**src/verilog/io_bank_pkg.sv**
```systemverilog
/*
 * Shared constants and types for the configurable I/O port bank.
 * Assumes a single 50 MHz clock domain and synchronous pin inputs.
 */
package io_bank_pkg;

    // ==========================================================
    // Geometry
    localparam int PORT_COUNT   = 4;
    localparam int PORT_WIDTH   = 8;
    localparam int PIN_COUNT    = 26;
    localparam int LAST_PORT_W  = 2;

    // Flat pin index of port p, bit b is p*8+b; port 3 has bits 0..1
    localparam int PIN_RESET    = 13;
    localparam int PIN_TWI_SCL  = 10;
    localparam int PIN_TWI_SDA  = 11;
    localparam int PIN_IRQ_A    = 11;
    localparam int PIN_IRQ_B    = 12;
    localparam int PIN_TIMER_A  = 10;
    localparam int PIN_XTAL_OUT = 24;
    localparam int PIN_XTAL_IN  = 25;

    // ==========================================================
    // Modes, encoded {mode_sel_hi, mode_sel_lo}
    typedef enum logic [1:0] {
        MODE_QUASI     = 2'h0,
        MODE_PUSH_PULL = 2'h1,
        MODE_INPUT     = 2'h2,
        MODE_OPEN      = 2'h3
    } pin_mode_e;

    localparam logic [1:0] MODE_RESET = 2'h2;

    // ==========================================================
    // Timing
    localparam int CLOCK_HZ         = 50_000_000;
    localparam int STRONG_PU_CYCLES = 2;
    localparam int GLITCH_NS        = 60;
    localparam int GLITCH_CYCLES    =
        ((GLITCH_NS * (CLOCK_HZ / 1_000_000)) + 999) / 1000;

    // ==========================================================
    // Pin driver controls for one pin
    typedef struct packed {
        logic very_weak_pu;
        logic weak_pu;
        logic strong_pu;
        logic pull_down;
    } pin_drive_s;

endpackage

```
**src/verilog/glitch_filter.sv**
```systemverilog
/*
 * Glitch suppressor for one pin: output follows input only after the
 * input has held a new level for FILTER_CYCLES consecutive clocks.
 * Assumes input already synchronous to clock_i.
 */
`timescale 1ns/1ps

module glitch_filter
    import io_bank_pkg::*;
#(
    parameter int FILTER_CYCLES = GLITCH_CYCLES
) (
    input  wire logic clock_i,
    input  wire logic rst_n_i,
    input  wire logic raw_i,
    output logic      clean_o
);

    // Counter is 8 bits wide, so longer filters cannot be served
    if (FILTER_CYCLES < 1 || FILTER_CYCLES > 255) begin : g_bad_filter
        $error("glitch_filter: FILTER_CYCLES out of range");
    end

    logic [7:0] count;
    logic [7:0] next_count;
    logic       level;
    logic       next_level;

    // ==========================================================
    // Filter
    always_comb begin
        next_level = level;
        next_count = 8'h00;
        if (raw_i != level) begin
            if (count + 8'h01 >= 8'(FILTER_CYCLES)) begin
                next_level = raw_i;
            end else begin
                next_count = count + 8'h01;
            end
        end
    end

    // Reset to low: pins start undriven
    always_ff @(posedge clock_i or negedge rst_n_i) begin
        if (!rst_n_i) begin
            count <= 8'h00;
            level <= 1'b0;
        end else begin
            count <= next_count;
            level <= next_level;
        end
    end

    assign clean_o = level;

endmodule

```
**src/verilog/io_port_bank.sv**
```systemverilog
/*
 * Bank of four GPIO ports (8, 8, 8 and 2 pins) with per-pin output mode
 * and pull-up / pull-down driver control.
 * Assumes pin levels arrive synchronous to clock_i; the analog drivers
 * outside act on the pin_drive_s controls per pin.
 */
`timescale 1ns/1ps

// Operation
// - Three eight-pin ports plus one two-pin port, 26 pins total.
// - Two mode bits per pin: quasi, push-pull, input-only, open drain.
// - Reset-shared pin on port 1 bit 5 is always input.
// - Two-wire pins port 1 bits 2,3 allow only input-only or open drain.
// - Quasi mode: latch 1 drives weakly high, latch 0 strongly low.
// - Quasi mode: very weak pull-up on whenever latch holds 1.
// - Quasi mode: weak pull-up on only when latch and pin are 1.
// - Quasi mode: latch rising 0 to 1 gives strong pull-up two clocks.
// - Open drain: no pull-ups; pull-down only while latch holds 0.
// - Inputs glitch filtered except two-wire pins; irq b filtered.
// - Usable pin count depends on clock source and reset option.
// - Push-pull: continuous strong pull-up on latch 1, pull-down on 0.
// - All pins start in input-only mode after reset.
module io_port_bank
    import io_bank_pkg::*;
#(
    parameter int FILTER_CYCLES = GLITCH_CYCLES
) (
    input  wire logic                   clock_i,
    input  wire logic                   rst_n_i,
    input  wire logic [PIN_COUNT-1:0]   latch_wr_data_i,
    input  wire logic [PIN_COUNT-1:0]   latch_wr_en_i,
    input  wire logic [PIN_COUNT-1:0]   mode_sel_hi_wr_i,
    input  wire logic [PIN_COUNT-1:0]   mode_sel_lo_wr_i,
    input  wire logic [PIN_COUNT-1:0]   mode_wr_en_i,
    input  wire logic                   ext_reset_pin_en_i,
    input  wire logic                   crystal_osc_en_i,
    input  wire logic [PIN_COUNT-1:0]   pin_level_i,
    output pin_drive_s [PIN_COUNT-1:0]  pin_drive_o,
    output logic [PIN_COUNT-1:0]        port_read_o,
    output logic [PIN_COUNT-1:0]        latch_o,
    output logic [PIN_COUNT-1:0]        mode_sel_hi_o,
    output logic [PIN_COUNT-1:0]        mode_sel_lo_o,
    output logic                        ext_irq_a_input_o,
    output logic                        ext_irq_b_input_o,
    output logic                        timer_a_count_input_o,
    output logic [4:0]                  usable_pins_o
);

    if (FILTER_CYCLES < 1 || FILTER_CYCLES > 255) begin : g_bad_filter
        $error("io_port_bank: FILTER_CYCLES out of range");
    end

    // Restricted pins never hold quasi or push-pull
    function automatic logic [1:0] legal_mode(input int idx, input logic [1:0] m);
        logic [1:0] r;
        r = m;
        if (idx == PIN_RESET) begin
            r = MODE_RESET;
        end else if ((idx == PIN_TWI_SCL || idx == PIN_TWI_SDA) && !m[1]) begin
            r = MODE_RESET;
        end
        return r;
    endfunction

    // ==========================================================
    // Latch, mode and strong pull-up state
    logic [PIN_COUNT-1:0] latch;
    logic [PIN_COUNT-1:0] next_latch;
    logic [PIN_COUNT-1:0] m_hi;
    logic [PIN_COUNT-1:0] next_m_hi;
    logic [PIN_COUNT-1:0] m_lo;
    logic [PIN_COUNT-1:0] next_m_lo;
    logic [1:0]           spu_cnt      [PIN_COUNT];
    logic [1:0]           next_spu_cnt [PIN_COUNT];
    logic [PIN_COUNT-1:0] sensed;

    always_comb begin
        logic [1:0] m;
        m = 2'h0;
        next_latch = latch;
        next_m_hi  = m_hi;
        next_m_lo  = m_lo;
        for (int i = 0; i < PIN_COUNT; i++) begin
            if (latch_wr_en_i[i]) begin
                next_latch[i] = latch_wr_data_i[i];
            end
            if (mode_wr_en_i[i]) begin
                m = legal_mode(i, {mode_sel_hi_wr_i[i], mode_sel_lo_wr_i[i]});
                next_m_hi[i] = m[1];
                next_m_lo[i] = m[0];
            end
            // Strong pulse counts from the latch edge itself
            if (!latch[i] && next_latch[i] && {m_hi[i], m_lo[i]} == MODE_QUASI) begin
                next_spu_cnt[i] = 2'(STRONG_PU_CYCLES);
            end else if (spu_cnt[i] != 2'h0) begin
                next_spu_cnt[i] = spu_cnt[i] - 2'h1;
            end else begin
                next_spu_cnt[i] = 2'h0;
            end
        end
    end

    always_ff @(posedge clock_i or negedge rst_n_i) begin
        if (!rst_n_i) begin
            latch <= '1;
            m_hi  <= '1;
            m_lo  <= '0;
            for (int i = 0; i < PIN_COUNT; i++) begin
                spu_cnt[i] <= 2'h0;
            end
        end else begin
            latch <= next_latch;
            m_hi  <= next_m_hi;
            m_lo  <= next_m_lo;
            for (int i = 0; i < PIN_COUNT; i++) begin
                spu_cnt[i] <= next_spu_cnt[i];
            end
        end
    end

    // ==========================================================
    // Input path
    genvar g;
    generate
        for (g = 0; g < PIN_COUNT; g++) begin : g_in
            if (g == PIN_TWI_SCL || g == PIN_TWI_SDA) begin : g_raw
                // Two-wire pins bypass the filter to keep bus timing
                assign sensed[g] = pin_level_i[g];
            end else begin : g_filt
                glitch_filter #(
                    .FILTER_CYCLES(FILTER_CYCLES)
                ) u_filt (
                    .clock_i (clock_i),
                    .rst_n_i (rst_n_i),
                    .raw_i   (pin_level_i[g]),
                    .clean_o (sensed[g])
                );
            end
        end
    endgenerate

    // ==========================================================
    // Driver decode
    always_comb begin
        for (int i = 0; i < PIN_COUNT; i++) begin
            pin_drive_o[i] = '0;
            case ({m_hi[i], m_lo[i]})
                MODE_QUASI: begin
                    pin_drive_o[i].very_weak_pu = latch[i];
                    pin_drive_o[i].weak_pu      = latch[i] & sensed[i];
                    pin_drive_o[i].strong_pu    = spu_cnt[i] != 2'h0;
                    pin_drive_o[i].pull_down    = !latch[i];
                end
                MODE_PUSH_PULL: begin
                    pin_drive_o[i].strong_pu = latch[i];
                    pin_drive_o[i].pull_down = !latch[i];
                end
                MODE_OPEN: begin
                    pin_drive_o[i].pull_down = !latch[i];
                end
                MODE_INPUT: begin
                    pin_drive_o[i] = '0;
                end
                default: begin
                    pin_drive_o[i] = '0;
                end
            endcase
        end
    end

    assign port_read_o           = sensed;
    assign latch_o               = latch;
    assign mode_sel_hi_o         = m_hi;
    assign mode_sel_lo_o         = m_lo;
    assign ext_irq_a_input_o     = sensed[PIN_IRQ_A];
    assign ext_irq_b_input_o     = sensed[PIN_IRQ_B];
    assign timer_a_count_input_o = sensed[PIN_TIMER_A];

    // Pins lost to crystal and reset functions
    assign usable_pins_o = 5'(PIN_COUNT)
        - (crystal_osc_en_i ? 5'h2 : 5'h0)
        - (ext_reset_pin_en_i ? 5'h1 : 5'h0);

    // ==========================================================
    // Checks
    property p_strong_two;
        @(posedge clock_i) disable iff (!rst_n_i)
        ($rose(latch[0]) && {m_hi[0], m_lo[0]} == MODE_QUASI && $stable({m_hi[0], m_lo[0]}))
        |-> pin_drive_o[0].strong_pu [*2] ##1 !pin_drive_o[0].strong_pu;
    endproperty
    a_strong_two: assert property (p_strong_two)
        else $error("strong pull-up not exactly two cycles");

    property p_reset_input;
        @(posedge clock_i) disable iff (!rst_n_i)
        {m_hi[PIN_RESET], m_lo[PIN_RESET]} == MODE_INPUT && pin_drive_o[PIN_RESET] == '0;
    endproperty
    a_reset_input: assert property (p_reset_input)
        else $error("reset pin left input mode");

    property p_twi_modes;
        @(posedge clock_i) disable iff (!rst_n_i)
        m_hi[PIN_TWI_SCL] && m_hi[PIN_TWI_SDA];
    endproperty
    a_twi_modes: assert property (p_twi_modes)
        else $error("two-wire pin in illegal mode");

    property p_open_nopu;
        @(posedge clock_i) disable iff (!rst_n_i)
        {m_hi[2], m_lo[2]} == MODE_OPEN |->
            !pin_drive_o[2].weak_pu && !pin_drive_o[2].strong_pu
            && pin_drive_o[2].pull_down == !latch[2];
    endproperty
    a_open_nopu: assert property (p_open_nopu)
        else $error("open drain drove a pull-up");

    property p_weak_pu;
        @(posedge clock_i) disable iff (!rst_n_i)
        ({m_hi[1], m_lo[1]} == MODE_QUASI && !sensed[1]) |-> !pin_drive_o[1].weak_pu;
    endproperty
    a_weak_pu: assert property (p_weak_pu)
        else $error("weak pull-up on with pin low");

    property p_push_pull;
        @(posedge clock_i) disable iff (!rst_n_i)
        {m_hi[0], m_lo[0]} == MODE_PUSH_PULL |->
            pin_drive_o[0].strong_pu == latch[0] && pin_drive_o[0].pull_down != latch[0];
    endproperty
    a_push_pull: assert property (p_push_pull)
        else $error("push-pull drive wrong");

    property p_quasi_vw;
        @(posedge clock_i) disable iff (!rst_n_i)
        {m_hi[1], m_lo[1]} == MODE_QUASI |->
            pin_drive_o[1].very_weak_pu == latch[1] && pin_drive_o[1].pull_down == !latch[1];
    endproperty
    a_quasi_vw: assert property (p_quasi_vw)
        else $error("quasi very weak pull-up wrong");

    property p_filter_hold;
        @(posedge clock_i) disable iff (!rst_n_i)
        // A one-clock filter passes every change, so the check needs two or more
        (FILTER_CYCLES > 1) && $changed(pin_level_i[4]) ##1 $changed(pin_level_i[4])
            |-> $stable(sensed[4]);
    endproperty
    a_filter_hold: assert property (p_filter_hold)
        else $error("one-cycle glitch passed filter");

    property p_twi_raw;
        @(posedge clock_i) disable iff (!rst_n_i)
        port_read_o[PIN_TWI_SDA] == pin_level_i[PIN_TWI_SDA];
    endproperty
    a_twi_raw: assert property (p_twi_raw)
        else $error("two-wire pin read not raw level");

endmodule

```
**config.mk**
```make
export PLATFORM = sky130hd
export DESIGN_NAME = io_port_bank
export DESIGN_NICKNAME = d
export VERILOG_FILES = /design/src/verilog/io_bank_pkg.sv /design/src/verilog/glitch_filter.sv /design/src/verilog/io_port_bank.sv
export SDC_FILE = /design/constraint.sdc
export NUM_CORES = 1
export LEC_CHECK = 0
export ABC_AREA = 1
export BUFFER_PORTS_ARGS = -buffer_cell sky130_fd_sc_hd__buf_2
export CAP_MARGIN = 40
export CELL_PAD_IN_SITES_DETAIL_PLACEMENT = 1
export CELL_PAD_IN_SITES_GLOBAL_PLACEMENT = 2
export CORE_ASPECT_RATIO = 1.75
export CORE_MARGIN = 1
export CORE_UTILIZATION = 29
export CTS_CLUSTER_SIZE = 25
export DETAILED_ROUTE_END_ITERATION = 12
export PLACE_DENSITY = 0.87
export REMOVE_ABC_BUFFERS = 1
export SLEW_MARGIN = 20
export SYNTH_ARGS = -nofsm -noshare
export SYNTH_HDL_FRONTEND = slang
export SYNTH_SLANG_ARGS = --single-unit
```
**constraint.sdc**
```tcl
create_clock -name clock_i -period 1.2 [get_ports clock_i]
set_input_delay 0.18 -clock clock_i [delete_from_list [all_inputs] [get_ports clock_i]]
set_output_delay 0.18 -clock clock_i [all_outputs]
set_load 0.03 [all_outputs]
```
======== After elaboration in Yosys (flattened, before gate mapping) ========
Index checks and enable logic that the tools add are counted.
storage, ports and cells
  register bits ........................... 342
  logic and storage cells ................. 700
  output and inout bits ................... 216
operators by class
  add/subtract/negate cells ............... 51
  order comparisons ....................... 24
  bitwise logic cells ..................... 25
  reduce and logical (&&, ||, !) cells .... 174
  mux-type cells .......................... 202
  eq/ne operators ......................... 99
operator list
  cell                                                  number
  two-way mux 8 bit                                     48
  adder 8 x 1 -> 8 bit (second input constant)          24
  >= comparator 8 x 2 -> 1 bit (second input constant)  24
  two-way mux 2 bit                                     76
  == test 2 bit (second input constant)                 50
  case mux 1 bit (2 select lines)                       50
  OR reduction 3 bit                                    25
  == test 2 x 1 -> 1 bit (second input constant)        25
  logical AND 1 bit                                     50
  zero test 2 bit                                       25
  nonzero test 2 bit                                    25
  subtractor 2 x 1 -> 2 bit (second input constant)     25
  AND reduction 2 bit                                   24
  two-way mux 1 bit                                     28
  bitwise AND 1 bit                                     25
  zero test 1 bit                                       25
  inequality test 1 bit                                 24
  subtractor 4 x 3 -> 5 bit (first input constant)      1
  subtractor 5 x 1 -> 5 bit                             1

======== Longest topological paths before layout ========
Gate-level depths: netlist (run 1).
  depth after elaboration ................. 4
  mapped depth ............................ 10
  mapped depth without buffers ............ 10

======== Cells and area by module ========
From an unflattened synthesis (run 1), not the netlist that was laid out.
unflattened totals
  cell total of the unflattened synthesis .. 1589
  area total of the unflattened synthesis .. 15025.7 sq um
modules (own cells, without submodules)
  module         cells each  instances  area each (sq um)
  glitch_filter  36          24         381.6
  io_port_bank   725         1          5866.9

======== Worst setup path after synthesis (run 1) ========
OpenSTA, ideal clock, no wires.
  path kind ............................... reg2out
  start point ............................. reg latch[25] (netlist: latch_o[25])
  end point ............................... out pin_drive_o[102] (netlist name)
  cell stages (with the launch flop) ...... 3
  required time ........................... 1.020 ns
  arrival ................................. 1.426 ns
  path slack .............................. -0.406 ns
  cell sequence ........................... dfstp_2 -> inv_1 -> nor3_1
RTL lines
  item                    RTL line             text
  from (decl)             io_port_bank.sv:67   logic [PIN_COUNT-1:0] latch;
  from (signal assigned)  io_port_bank.sv:112  latch <= next_latch;
  to (decl)               io_port_bank.sv:38   output pin_drive_s [PIN_COUNT-1:0] pin_drive_o,

==> reports/results.txt, run 1 <==
Status: finished, violations left
Violated checks: hold timing, setup timing
Data required, critical path: 1.02 ns
HP Class: in2reg
Pwr/cell area: 1220 mW/mm2
Post-synthesis sequential area ratio: 0.583
Cell area after synthesis: 0.0145 mm2
Site Rows: 108
Largest net degree at the start of global routing: 43
R2r endpoint: g_in[14].g_filt.u_filt.clean_o
Tcrit/Tclk final: 1.54
Slew margin rel.: 0.628
Starting Density: 0.293
Worst r2r src: g_in[14].g_filt.u_filt.count[0]
Yosys warning count: 0
Final setup TNS: -75.52 ns
RSZ-0062 raised after global routing: true
Crit-path cells: o21ai_1, a31oi_1, buf_4
Non-filler cells, final: 3140
Crit Path Category: reg2out
Worst Reg-to-Reg Cells: 9
Actual slew at the worst max-slew pin: 0.554 ns
Initial DRT Pass Iterations: 7
Num CTS Buffers: 35
CTS H-tree lvls: 2
Post-Synthesis Cells: 1546
Vias per cell: 4.64
Antenna Nets Post-Route: 0
Maxcap violations: 0
Gr usage total: 0.194
Worst Path Arrival: 1.66 ns
Max frequency: 542 MHz
DRT iter0 DRCs: 384
Die Y: 298 um
Crit. End Element: output port
Detailed placement HPWL: 28900 um
First-pass GRT wire length: 78900 um
Final Max Tran Viols: 0
Die X: 171 um
Critical path launch point type: flip-flop
Die area: 0.0510 mm2
Final setup vio count: 273
VDD IR max: 1.05 mV
Grt total ovfl: 0
CTS Buffer Depth: 3
Clock slew at reported path FFs: 0.07 ns
Hold EP: mode_sel_lo_o[10]
Vias in the first global route: 16286
Total core area: 0.0496 mm2
Nets: 2661
Mean Syn Cell Area: 9.40 um2
Hold wc startpoint: mode_sel_hi_wr_i[10]
Root buf cell: clkbuf_16
Final instance area: 0.0253 mm2
Min Hold Slack: -0.0320 ns
Clock Skews: 0.0170 ns
Pleak: 0.0117 uW
PortBufs: 351
GPL Wtd Cong: 0.799
Area delta synth->final: 73.8%
R2R setup slack: -0.25 ns
Max FO, Critical Path: 3
Hold Path Cell Cnt: 3
Final hold vios: 1
Antenna violations before repair: 3
Placed insts: 2777
# DRC: 0
Clk_lat worst skew: 0.53 ns
Vias: 14562
Placed instance area: 0.0183 mm2
# clock sinks: 336
TritonCTS clock tree: done
Slowest CP cell: dfstp_2
Final WL: 58400 um
FF+latch count, synth: 336
Post-route worst setup slack: -0.644 ns
Wire per inst: 18.6 um
Final Critical Period: 1.84 ns
I/O Pins: 376
Critical Path Max Stage Delay: 0.59 ns
Cell variety after synth: 24
Ratio of cells with drive above 1 in the final layout: 0.462
==> critical path, delay by kind of cell, from the launching register on <==
| kind | cells | cell delay [ns] |
|---|---|---|
| buf+inv | 1 | 0.23 |
| flops | 1 | 0.59 |
| compound gates | 2 | 0.32 |
==> cells by family (layout without fill, tap and decap cells) <==
family	count (synthesis)	after routing	share of synthesized area
XOR/XNOR	26	26	0.0157
buffers and inverters	259	1033	0.0783
adder cells (fa/ha/maj)	50	50	0.0430
flip-flops	336	336	0.583
other	2	162	0.000517
AND/OR/NAND/NOR	613	613	0.180
multiplexers	3	3	0.00232
AO/OA/AOI/OAI	257	257	0.0979
==> timing repair <==
item                                    CTS  global route
buffers inserted                         91            87
hold endpoints to repair                407             0
gates resized for setup                 620           416
cloned                                    0             0
pin swaps                               150           135
hold buffers                            156             0
endpoints found under the setup margin  267           296
==> cell usage after synthesis <==
library cell    n  share of area
nor2_2          5         0.0022
o21ai_0       142          0.049
o21ai_1         1        0.00034
nor2_4          1        0.00077
nand4_1        32          0.014
nand3b_1        3         0.0015
dfrtp_1       287           0.49
ha_1           50          0.043
xor2_1          5         0.0030
nor2_1        179          0.046
nor3_1        102          0.035
a31oi_1        23         0.0099
o21bai_1       43          0.022
xnor2_1        21          0.013
inv_1         215          0.056
nand2_2         3         0.0013
or2_2           1        0.00043
mux2_2          3         0.0023
conb_1          2        0.00052
a21oi_1        48          0.017
nand3_1        47          0.016
nand2_1       240          0.062
dfstp_2        49          0.089
buf_4          44          0.023
==> through the flow <==
step / worst slack, ns / total power, uW / util
after floorplan: -0.506 / 15000 / -
after global placement: -0.238 / 16700 / 0.368
after detailed placement: -0.333 / 16800 / 0.368
after CTS: -0.548 / 29600 / 0.473
after global routing: -0.702 / 32000 / 0.509
final: -0.644 / 30800 / 0.509
==> layout by cell type (no fill, tap or decap), drive strengths merged, types with 3 or more instances in the layout <==
cell type,instances
dfstp,49
nand3,47
diode,3
ha,50
conb,159
nor2,185
clkbuf,51
xor2,5
nand4,32
dfrtp,287
xnor2,21
o21ai,143
inv,216
a21oi,48
nor3,102
buf,601
dlygate4sd3,153
nand3b,3
clkinv,9
o21bai,43
mux2,3
nand2,243
a31oi,23
==> layer usage <==
| metal | GRT usage | up-vias | share of wire |
|---|---|---|---|
| met4 | 0.0976 | 0 | 0.054 |
| met2 | 0.401 | 460 | 0.59 |
| met3 | 0.0316 | 197 | 0.037 |
| li1 | - | 6650 | - |
| met5 | 0 | - | 0 |
| met1 | 0.170 | 7255 | 0.32 |
==> worst max-delay path by stage <==
stage,depth (start not counted),startpoint,to,slack [ns]
2_1_floorplan,2,g_in[12].g_filt.u_filt.clean_o,pin_drive_o[50],-0.51
6_report,3,latch_o[17],pin_drive_o[69],-0.64
4_1_cts,3,latch_o[3],pin_drive_o[13],-0.55
3_3_place_gp,9,g_in[22].g_filt.u_filt.count[0],g_in[22].g_filt.u_filt.clean_o,-0.24
5_1_grt,4,mode_sel_lo_o[17],pin_drive_o[69],-0.70
3_5_place_dp,7,g_in[18].g_filt.u_filt.count[0],g_in[18].g_filt.u_filt.count[0],-0.33
==> layout make-up <==
type	count	area, um2
Inverter	215	842
Antenna cell	3	7.51
Tap cell	660	826
Clock buffer	51	1040
Timing Repair Buffer	755	6650
Fill cell	5490	24300
Sequential cell	336	8490
Clock inverter	12	118
Multi-Input combinational cell	1108	7290
==> power by group <==
group | leakage [uW] | internal [uW] | total (uW) | switching (uW)
clock | 0.000577 | 6470 | 11100 | 4640
sequential | 0.00406 | 12100 | 12800 | 706
combinational | 0.00704 | 2970 | 6930 | 3960
total | 0.0117 | 21500 | 30800 | 9310
==> registers in the layout, summed over array words and instances (netlist names) <==
signal	count
g_in.g_filt.u_filt.count	192
spu_cnt	46
latch_o	26
mode_sel_lo_o	25
g_in.g_filt.u_filt.clean_o	24
mode_sel_hi_o	23
(Power assumes the default switching activity.)
==> run 2: changes to the inputs <==
--- a/config.mk
+++ b/config.mk
@@ -13,10 +13,11 @@
 export CORE_ASPECT_RATIO = 1.75
 export CORE_MARGIN = 1
 export CORE_UTILIZATION = 29
-export CTS_CLUSTER_SIZE = 25
+export CTS_CLUSTER_SIZE = 30
 export DETAILED_ROUTE_END_ITERATION = 12
 export PLACE_DENSITY = 0.87
 export REMOVE_ABC_BUFFERS = 1
+export SKIP_CTS_REPAIR_TIMING = 1
 export SLEW_MARGIN = 20
 export SYNTH_ARGS = -nofsm -noshare
 export SYNTH_HDL_FRONTEND = slang
==> reports/results.txt, run 2 (synthesized netlist as in run 1, its figures left out) <==
Status: finished, violations left (unchanged)
Violated checks: setup timing (was hold timing, setup timing)
Critical path buffer and inverter count: 2 (was 1)
Final hold vios: 0 (was 1)
VDD IR max: 0.990 mV (was 1.05 mV)
Site Rows: 108 (unchanged)
Worst Path Arrival: 1.71 ns (was 1.66 ns)
Gr usage total: 0.145 (was 0.194)
Cell family with most CP delay: flip-flops (unchanged)
Grt total ovfl: 0 (unchanged)
Met3 WL: 1950 um (was 2170 um)
Nets: 2581 (was 2661)
Vias in the first global route: 13563 (was 16286)
Final setup vio count: 273 (unchanged)
Area delta synth->final: 62.1% (was 73.8%)
Final Max Tran Viols: 0 (unchanged)
DRT iter0 DRCs: 244 (was 384)
Post-route worst setup slack: -0.689 ns (was -0.644 ns)
Ratio of cells with drive above 1 in the final layout: 0.391 (was 0.462)
First-pass GRT wire length: 60700 um (was 78900 um)
Root buf cell: clkbuf_16 (unchanged)
Final setup TNS: -67.65 ns (was -75.52 ns)
Final Total Pwr: 29400 uW (was 30800 uW)
Commonest non-fill, non-tap cell in the layout: dfrtp_1 (unchanged)
Max FO, Critical Path: 4 (was 3)
Num CTS Buffers: 35 (unchanged)
Critical path launch point type: flip-flop (unchanged)
Final instance area: 0.0236 mm2 (was 0.0253 mm2)
Wire per inst: 15.9 um (was 18.6 um)
Final WL: 48600 um (was 58400 um)
Max FFs per register: 192 (unchanged)
Detailed placement HPWL: 28900 um (unchanged)
# DRC: 0 (unchanged)
Vias: 13794 (was 14562)
Maxcap violations: 0 (unchanged)
Min Hold Slack: 0.154 ns (was -0.0320 ns)
GPL Wtd Cong: 0.799 (unchanged)
Crit-path cells: inv_1, o21ai_1, a31oi_1, buf_4 (was o21ai_1, a31oi_1, buf_4)
Initial DRT Pass Iterations: 4 (was 7)
Crit Path Category: reg2out (unchanged)
Die X: 171 um (unchanged)
Highest routed layer: met4 (unchanged)
Clk_lat worst skew: 0.52 ns (was 0.53 ns)
Crit. End Element: output port (unchanged)
Vias per cell: 4.51 (was 4.64)
Placed instance area: 0.0183 mm2 (unchanged)
Slowest CP cell: dfrtp_1 (was dfstp_2)
Clock slew at reported path FFs: 0.06 ns (was 0.07 ns)
Pwr/cell area: 1250 mW/mm2 (was 1220 mW/mm2)
I/O Pins: 376 (unchanged)
Antenna Nets Post-Route: 0 (unchanged)
HP Class: in2async (was in2reg)
TritonCTS clock tree: done (unchanged)
RSZ-0062 raised after global routing: true (unchanged)
Die area: 0.0510 mm2 (unchanged)
Largest Register: g_in.g_filt.u_filt.count (unchanged)
Final Critical Period: 1.89 ns (was 1.84 ns)
Largest net degree at the start of global routing: 43 (unchanged)
PortBufs: 351 (unchanged)
Fill count: 5646 (was 5490)
Met1 wire length: 15700 um (was 18900 um)
Clock Skews: 0.0138 ns (was 0.0170 ns)
Tcrit/Tclk final: 1.57 (was 1.54)
Die Y: 298 um (unchanged)
Met2 wire length: 28900 um (was 34200 um)
# clock sinks: 336 (unchanged)
Commonest non-fill, non-tap cells in the layout: 275 x dfrtp_1, 224 x nand2_1, 208 x buf_4 (was 268 x dfrtp_1, 236 x buf_6, 214 x nand2_1)
Antenna violations before repair: 3 (unchanged)
Data required, critical path: 1.02 ns (about the same)
Pleak: 0.0111 uW (was 0.0117 uW)
Critical Path Max Stage Delay: 0.42 ns (was 0.59 ns)
CTS Buffer Depth: 3 (unchanged)
Final core occ: 0.475 (was 0.509)
Starting Density: 0.293 (unchanged)
CTS H-tree lvls: 2 (unchanged)
Total core area: 0.0496 mm2 (unchanged)
Max frequency: 530 MHz (was 542 MHz)
run 2: changes by cell type in the layout (fill, tap and decap cells not counted), sizes merged:
cell,before,now
dlymetal6s4s,1,0
buf,601,514
clkbuf,51,57
dlygate4sd3,153,155
run 2: where the power goes:
part	leakage, uW	switching (uW)	internal (uW)
clock	0.000577	4460	6460
sequential	0.00406	629	12100
combinational	0.00645	3420	2410
total	0.0111	8510	20900
run 2: through the flow:
| stage | instances | setup slack (ns) |
|---|---|---|
| global placement | 2777 | -0.238 |
| CTS | 2840 | -0.654 |
| floorplan | 1659 | -0.506 |
| detailed placement | 2777 | -0.333 |
| finish | 3060 | -0.689 |
| global route | 3060 | -0.714 |
run 2: final cells by class:
class / count / area [um2] / area share
flip-flops and latches: 336 / 8480 / 0.360
multi-input cells: 1108 / 6610 / 0.281
repair buffers: 675 / 5660 / 0.240
clock buffers: 51 / 1040 / 0.0441
well taps: 660 / 826 / 0.0351
inverters: 215 / 810 / 0.0344
clock inverters: 12 / 118 / 0.00499
diodes: 3 / 7.51 / 0.000319
run 2: per-layer routing:
| metal | track usage | vias up |
|---|---|---|
| met5 | 0 | - |
| li1 | - | 6474 |
| met4 | 0.0557 | 0 |
| met2 | 0.301 | 383 |
| met1 | 0.133 | 6785 |
| met3 | 0.0247 | 152 |
run 2: path summary, 6_finish.rpt:
path	depth (start not counted)	endpoint	from	slack, ns
max	4	pin_drive_o[9]	mode_sel_lo_o[2]	-0.69
min	2	g_in[24].g_filt.u_filt.clean_o	rst_n_i	0.15
max reg2reg	8	g_in[22].g_filt.u_filt.count[1]	g_in[22].g_filt.u_filt.count[0]	-0.24
min reg2reg	1	spu_cnt[8]	spu_cnt[8]	0.43
max in group asynchronous	3	latch_o[23]	rst_n_i	0.39
min in group clock_i	0	port_read_o[10]	pin_level_i[10]	0.36
==> run 3: changes to the inputs <==
--- a/config.mk
+++ b/config.mk
@@ -11,7 +11,7 @@
 export CELL_PAD_IN_SITES_DETAIL_PLACEMENT = 1
 export CELL_PAD_IN_SITES_GLOBAL_PLACEMENT = 2
 export CORE_ASPECT_RATIO = 1.75
-export CORE_MARGIN = 1
+export CORE_MARGIN = 4
 export CORE_UTILIZATION = 29
 export CTS_CLUSTER_SIZE = 30
 export DETAILED_ROUTE_END_ITERATION = 12
==> reports/results.txt, run 3 (synthesized netlist as in run 1, its figures left out) <==
Status: finished, violations left (unchanged)
Violated checks: setup timing (unchanged)
Area delta synth->final: 63.5% (was 62.1%)
Commonest non-fill, non-tap cells in the layout: 279 x dfrtp_1, 228 x nand2_1, 200 x buf_4 (was 275 x dfrtp_1, 224 x nand2_1, 208 x buf_4)
Die area: 0.0539 mm2 (was 0.0510 mm2)
Critical Path Max Stage Delay: 0.59 ns (was 0.42 ns)
Crit-path cells: inv_4, nor3_4, buf_6 (was inv_1, o21ai_1, a31oi_1, buf_4)
Ratio of cells with drive above 1 in the final layout: 0.402 (was 0.391)
Most used routing layer in global routing: met2 (unchanged)
Vias in the first global route: 13730 (was 13563)
# clock sinks: 336 (unchanged)
Largest net degree at the start of global routing: 73 (was 43)
Total core area: 0.0496 mm2 (unchanged)
Final hold vios: 0 (unchanged)
Detailed placement HPWL: 30200 um (was 28900 um)
Post-route worst setup slack: -0.576 ns (was -0.689 ns)
Max FO, Critical Path: 4 (unchanged)
Final Critical Period: 1.78 ns (was 1.89 ns)
Vias: 13797 (was 13794)
Vias per cell: 4.50 (was 4.51)
Tcrit/Tclk final: 1.48 (was 1.57)
Final setup vio count: 269 (was 273)
Grt total ovfl: 0 (unchanged)
Final Total Pwr: 29500 uW (was 29400 uW)
Data required, critical path: 1.02 ns (about the same)
Non-filler cells, final: 3069 (was 3060)
Placed insts: 2785 (was 2777)
Num CTS Buffers: 34 (was 35)
Final setup TNS: -67.38 ns (was -67.65 ns)
Clk_lat worst skew: 0.51 ns (was 0.52 ns)
RSZ-0062 raised after global routing: true (unchanged)
Clock slew at reported path FFs: 0.07 ns (was 0.06 ns)
Critical path buffer and inverter count: 2 (unchanged)
Antenna violations before repair: 2 (was 3)
M3 GR Usage: 0.0231 (was 0.0247)
TritonCTS clock tree: done (unchanged)
Pleak: 0.0111 uW (about the same)
Critical path launch point type: flip-flop (unchanged)
Cell Int Power: 20900 uW (about the same)
Largest Register: g_in.g_filt.u_filt.count (unchanged)
First-pass GRT wire length: 62200 um (was 60700 um)
Maxcap violations: 0 (unchanged)
Slowest CP cell: dfstp_2 (was dfrtp_1)
I/O Pins: 376 (unchanged)
Switch share: 0.292 (was 0.289)
Starting Density: 0.293 (unchanged)
Die X: 177 um (was 171 um)
Crit. End Element: output port (unchanged)
Commonest non-fill, non-tap cell in the layout: dfrtp_1 (unchanged)
Antenna Nets Post-Route: 0 (unchanged)
HP Class: in2reg (was in2async)
Gr usage total: 0.136 (was 0.145)
Fill count: 5605 (was 5646)
Max frequency: 563 MHz (was 530 MHz)
DRT iter0 DRCs: 352 (was 244)
Site Rows: 108 (unchanged)
Max FFs per register: 192 (unchanged)
Wire per inst: 16.2 um (was 15.9 um)
Cell family with most CP delay: flip-flops (unchanged)
GPL Wtd Cong: 0.794 (was 0.799)
Worst Path Arrival: 1.60 ns (was 1.71 ns)
P_sw: 8610 uW (was 8510 uW)
Crit Path Category: reg2out (unchanged)
Global routing usage on met1: 0.128 (was 0.133)
Seq pwr share: 0.430 (was 0.431)
Die Y: 304 um (was 298 um)
Pwr/cell area: 1240 mW/mm2 (was 1250 mW/mm2)
Min Hold Slack: 0.0151 ns (was 0.154 ns)
PortBufs: 351 (unchanged)
CTS Buffer Depth: 3 (unchanged)
Final WL: 49700 um (was 48600 um)
CTS H-tree lvls: 2 (unchanged)
Grt met2 use: 0.283 (was 0.301)
Comb power frac: 0.203 (was 0.198)
Clock share of power: 0.367 (was 0.371)
# DRC: 0 (unchanged)
Initial DRT Pass Iterations: 4 (unchanged)
VDD IR max: 1.00 mV (was 0.990 mV)
Clock Skews: 0.0170 ns (was 0.0138 ns)
Root buf cell: clkbuf_16 (unchanged)
Nets: 2591 (was 2581)
Final Max Tran Viols: 0 (unchanged)
[run 3: changes by cell type in the layout (fill, tap and decap cells not counted), moves of 5 or more]
cell     before  now
inv_2        67   72
buf_6       139  157
inv_1       147  139
a21oi_1      31   26
buf_4       208  200
[run 3: area by class of cell]
class,instances,area (um2),area share
clock buffer,48,1010,0.0427
multi-input combinational,1108,6690,0.281
sequential,336,8480,0.357
timing repair buffer,686,5810,0.244
inverter,215,817,0.0344
antenna,3,7.51,0.000316
clock inverter,13,124,0.00521
tap,660,826,0.0348
[run 3: worst register-to-register path, stage by stage (launching register included)]
cell,delay [ns]
dfrtp_2,0.45
ha_4,0.19
inv_2,0.06
nand2_2,0.05
a21oi_2,0.14
nand3_1,0.10
nor2_2,0.15
nand4_1,0.12
nor2_1,0.13
[run 3: layer usage]
layer,part of all wire,vias up
li1,-,6500
met1,0.31,6790
met2,0.60,379
met3,0.043,128
met4,0.042,0
met5,0,-
[run 3: per-stage QoR]
step	util	worst slack (ns)	area, um2
floorplan	-	-0.506	14800
global placement	0.369	-0.261	18300
finish	0.479	-0.576	23800
CTS	0.392	-0.706	19500
global route	0.479	-0.677	23800
detailed placement	0.369	-0.289	18300
[run 3: final timing paths]
kind	cells past startpoint	to	from	slack, ns
setup / recovery	3	pin_drive_o[14]	latch_o[3]	-0.58
min in group asynchronous	2	spu_cnt[5]	rst_n_i	0.12
hold / removal	3	latch_o[0]	latch_wr_data_i[0]	0.02
setup reg to reg	8	g_in[0].g_filt.u_filt.count[1]	g_in[0].g_filt.u_filt.count[1]	-0.26
hold reg to reg	1	spu_cnt[50]	spu_cnt[50]	0.43
max in group asynchronous	4	mode_sel_hi_o[1]	rst_n_i	0.36
[run 3: power by group through the flow]
stage                     registers [uW]  logic (uW)  clock network, uW
final                              12700        6000              10800
after global routing               12800        6430              11700
after CTS                          12600        4170              11200
after detailed placement           12800        4160                  0
after global placement             12700        4060                  0
after floorplan                    13200        1770                  0
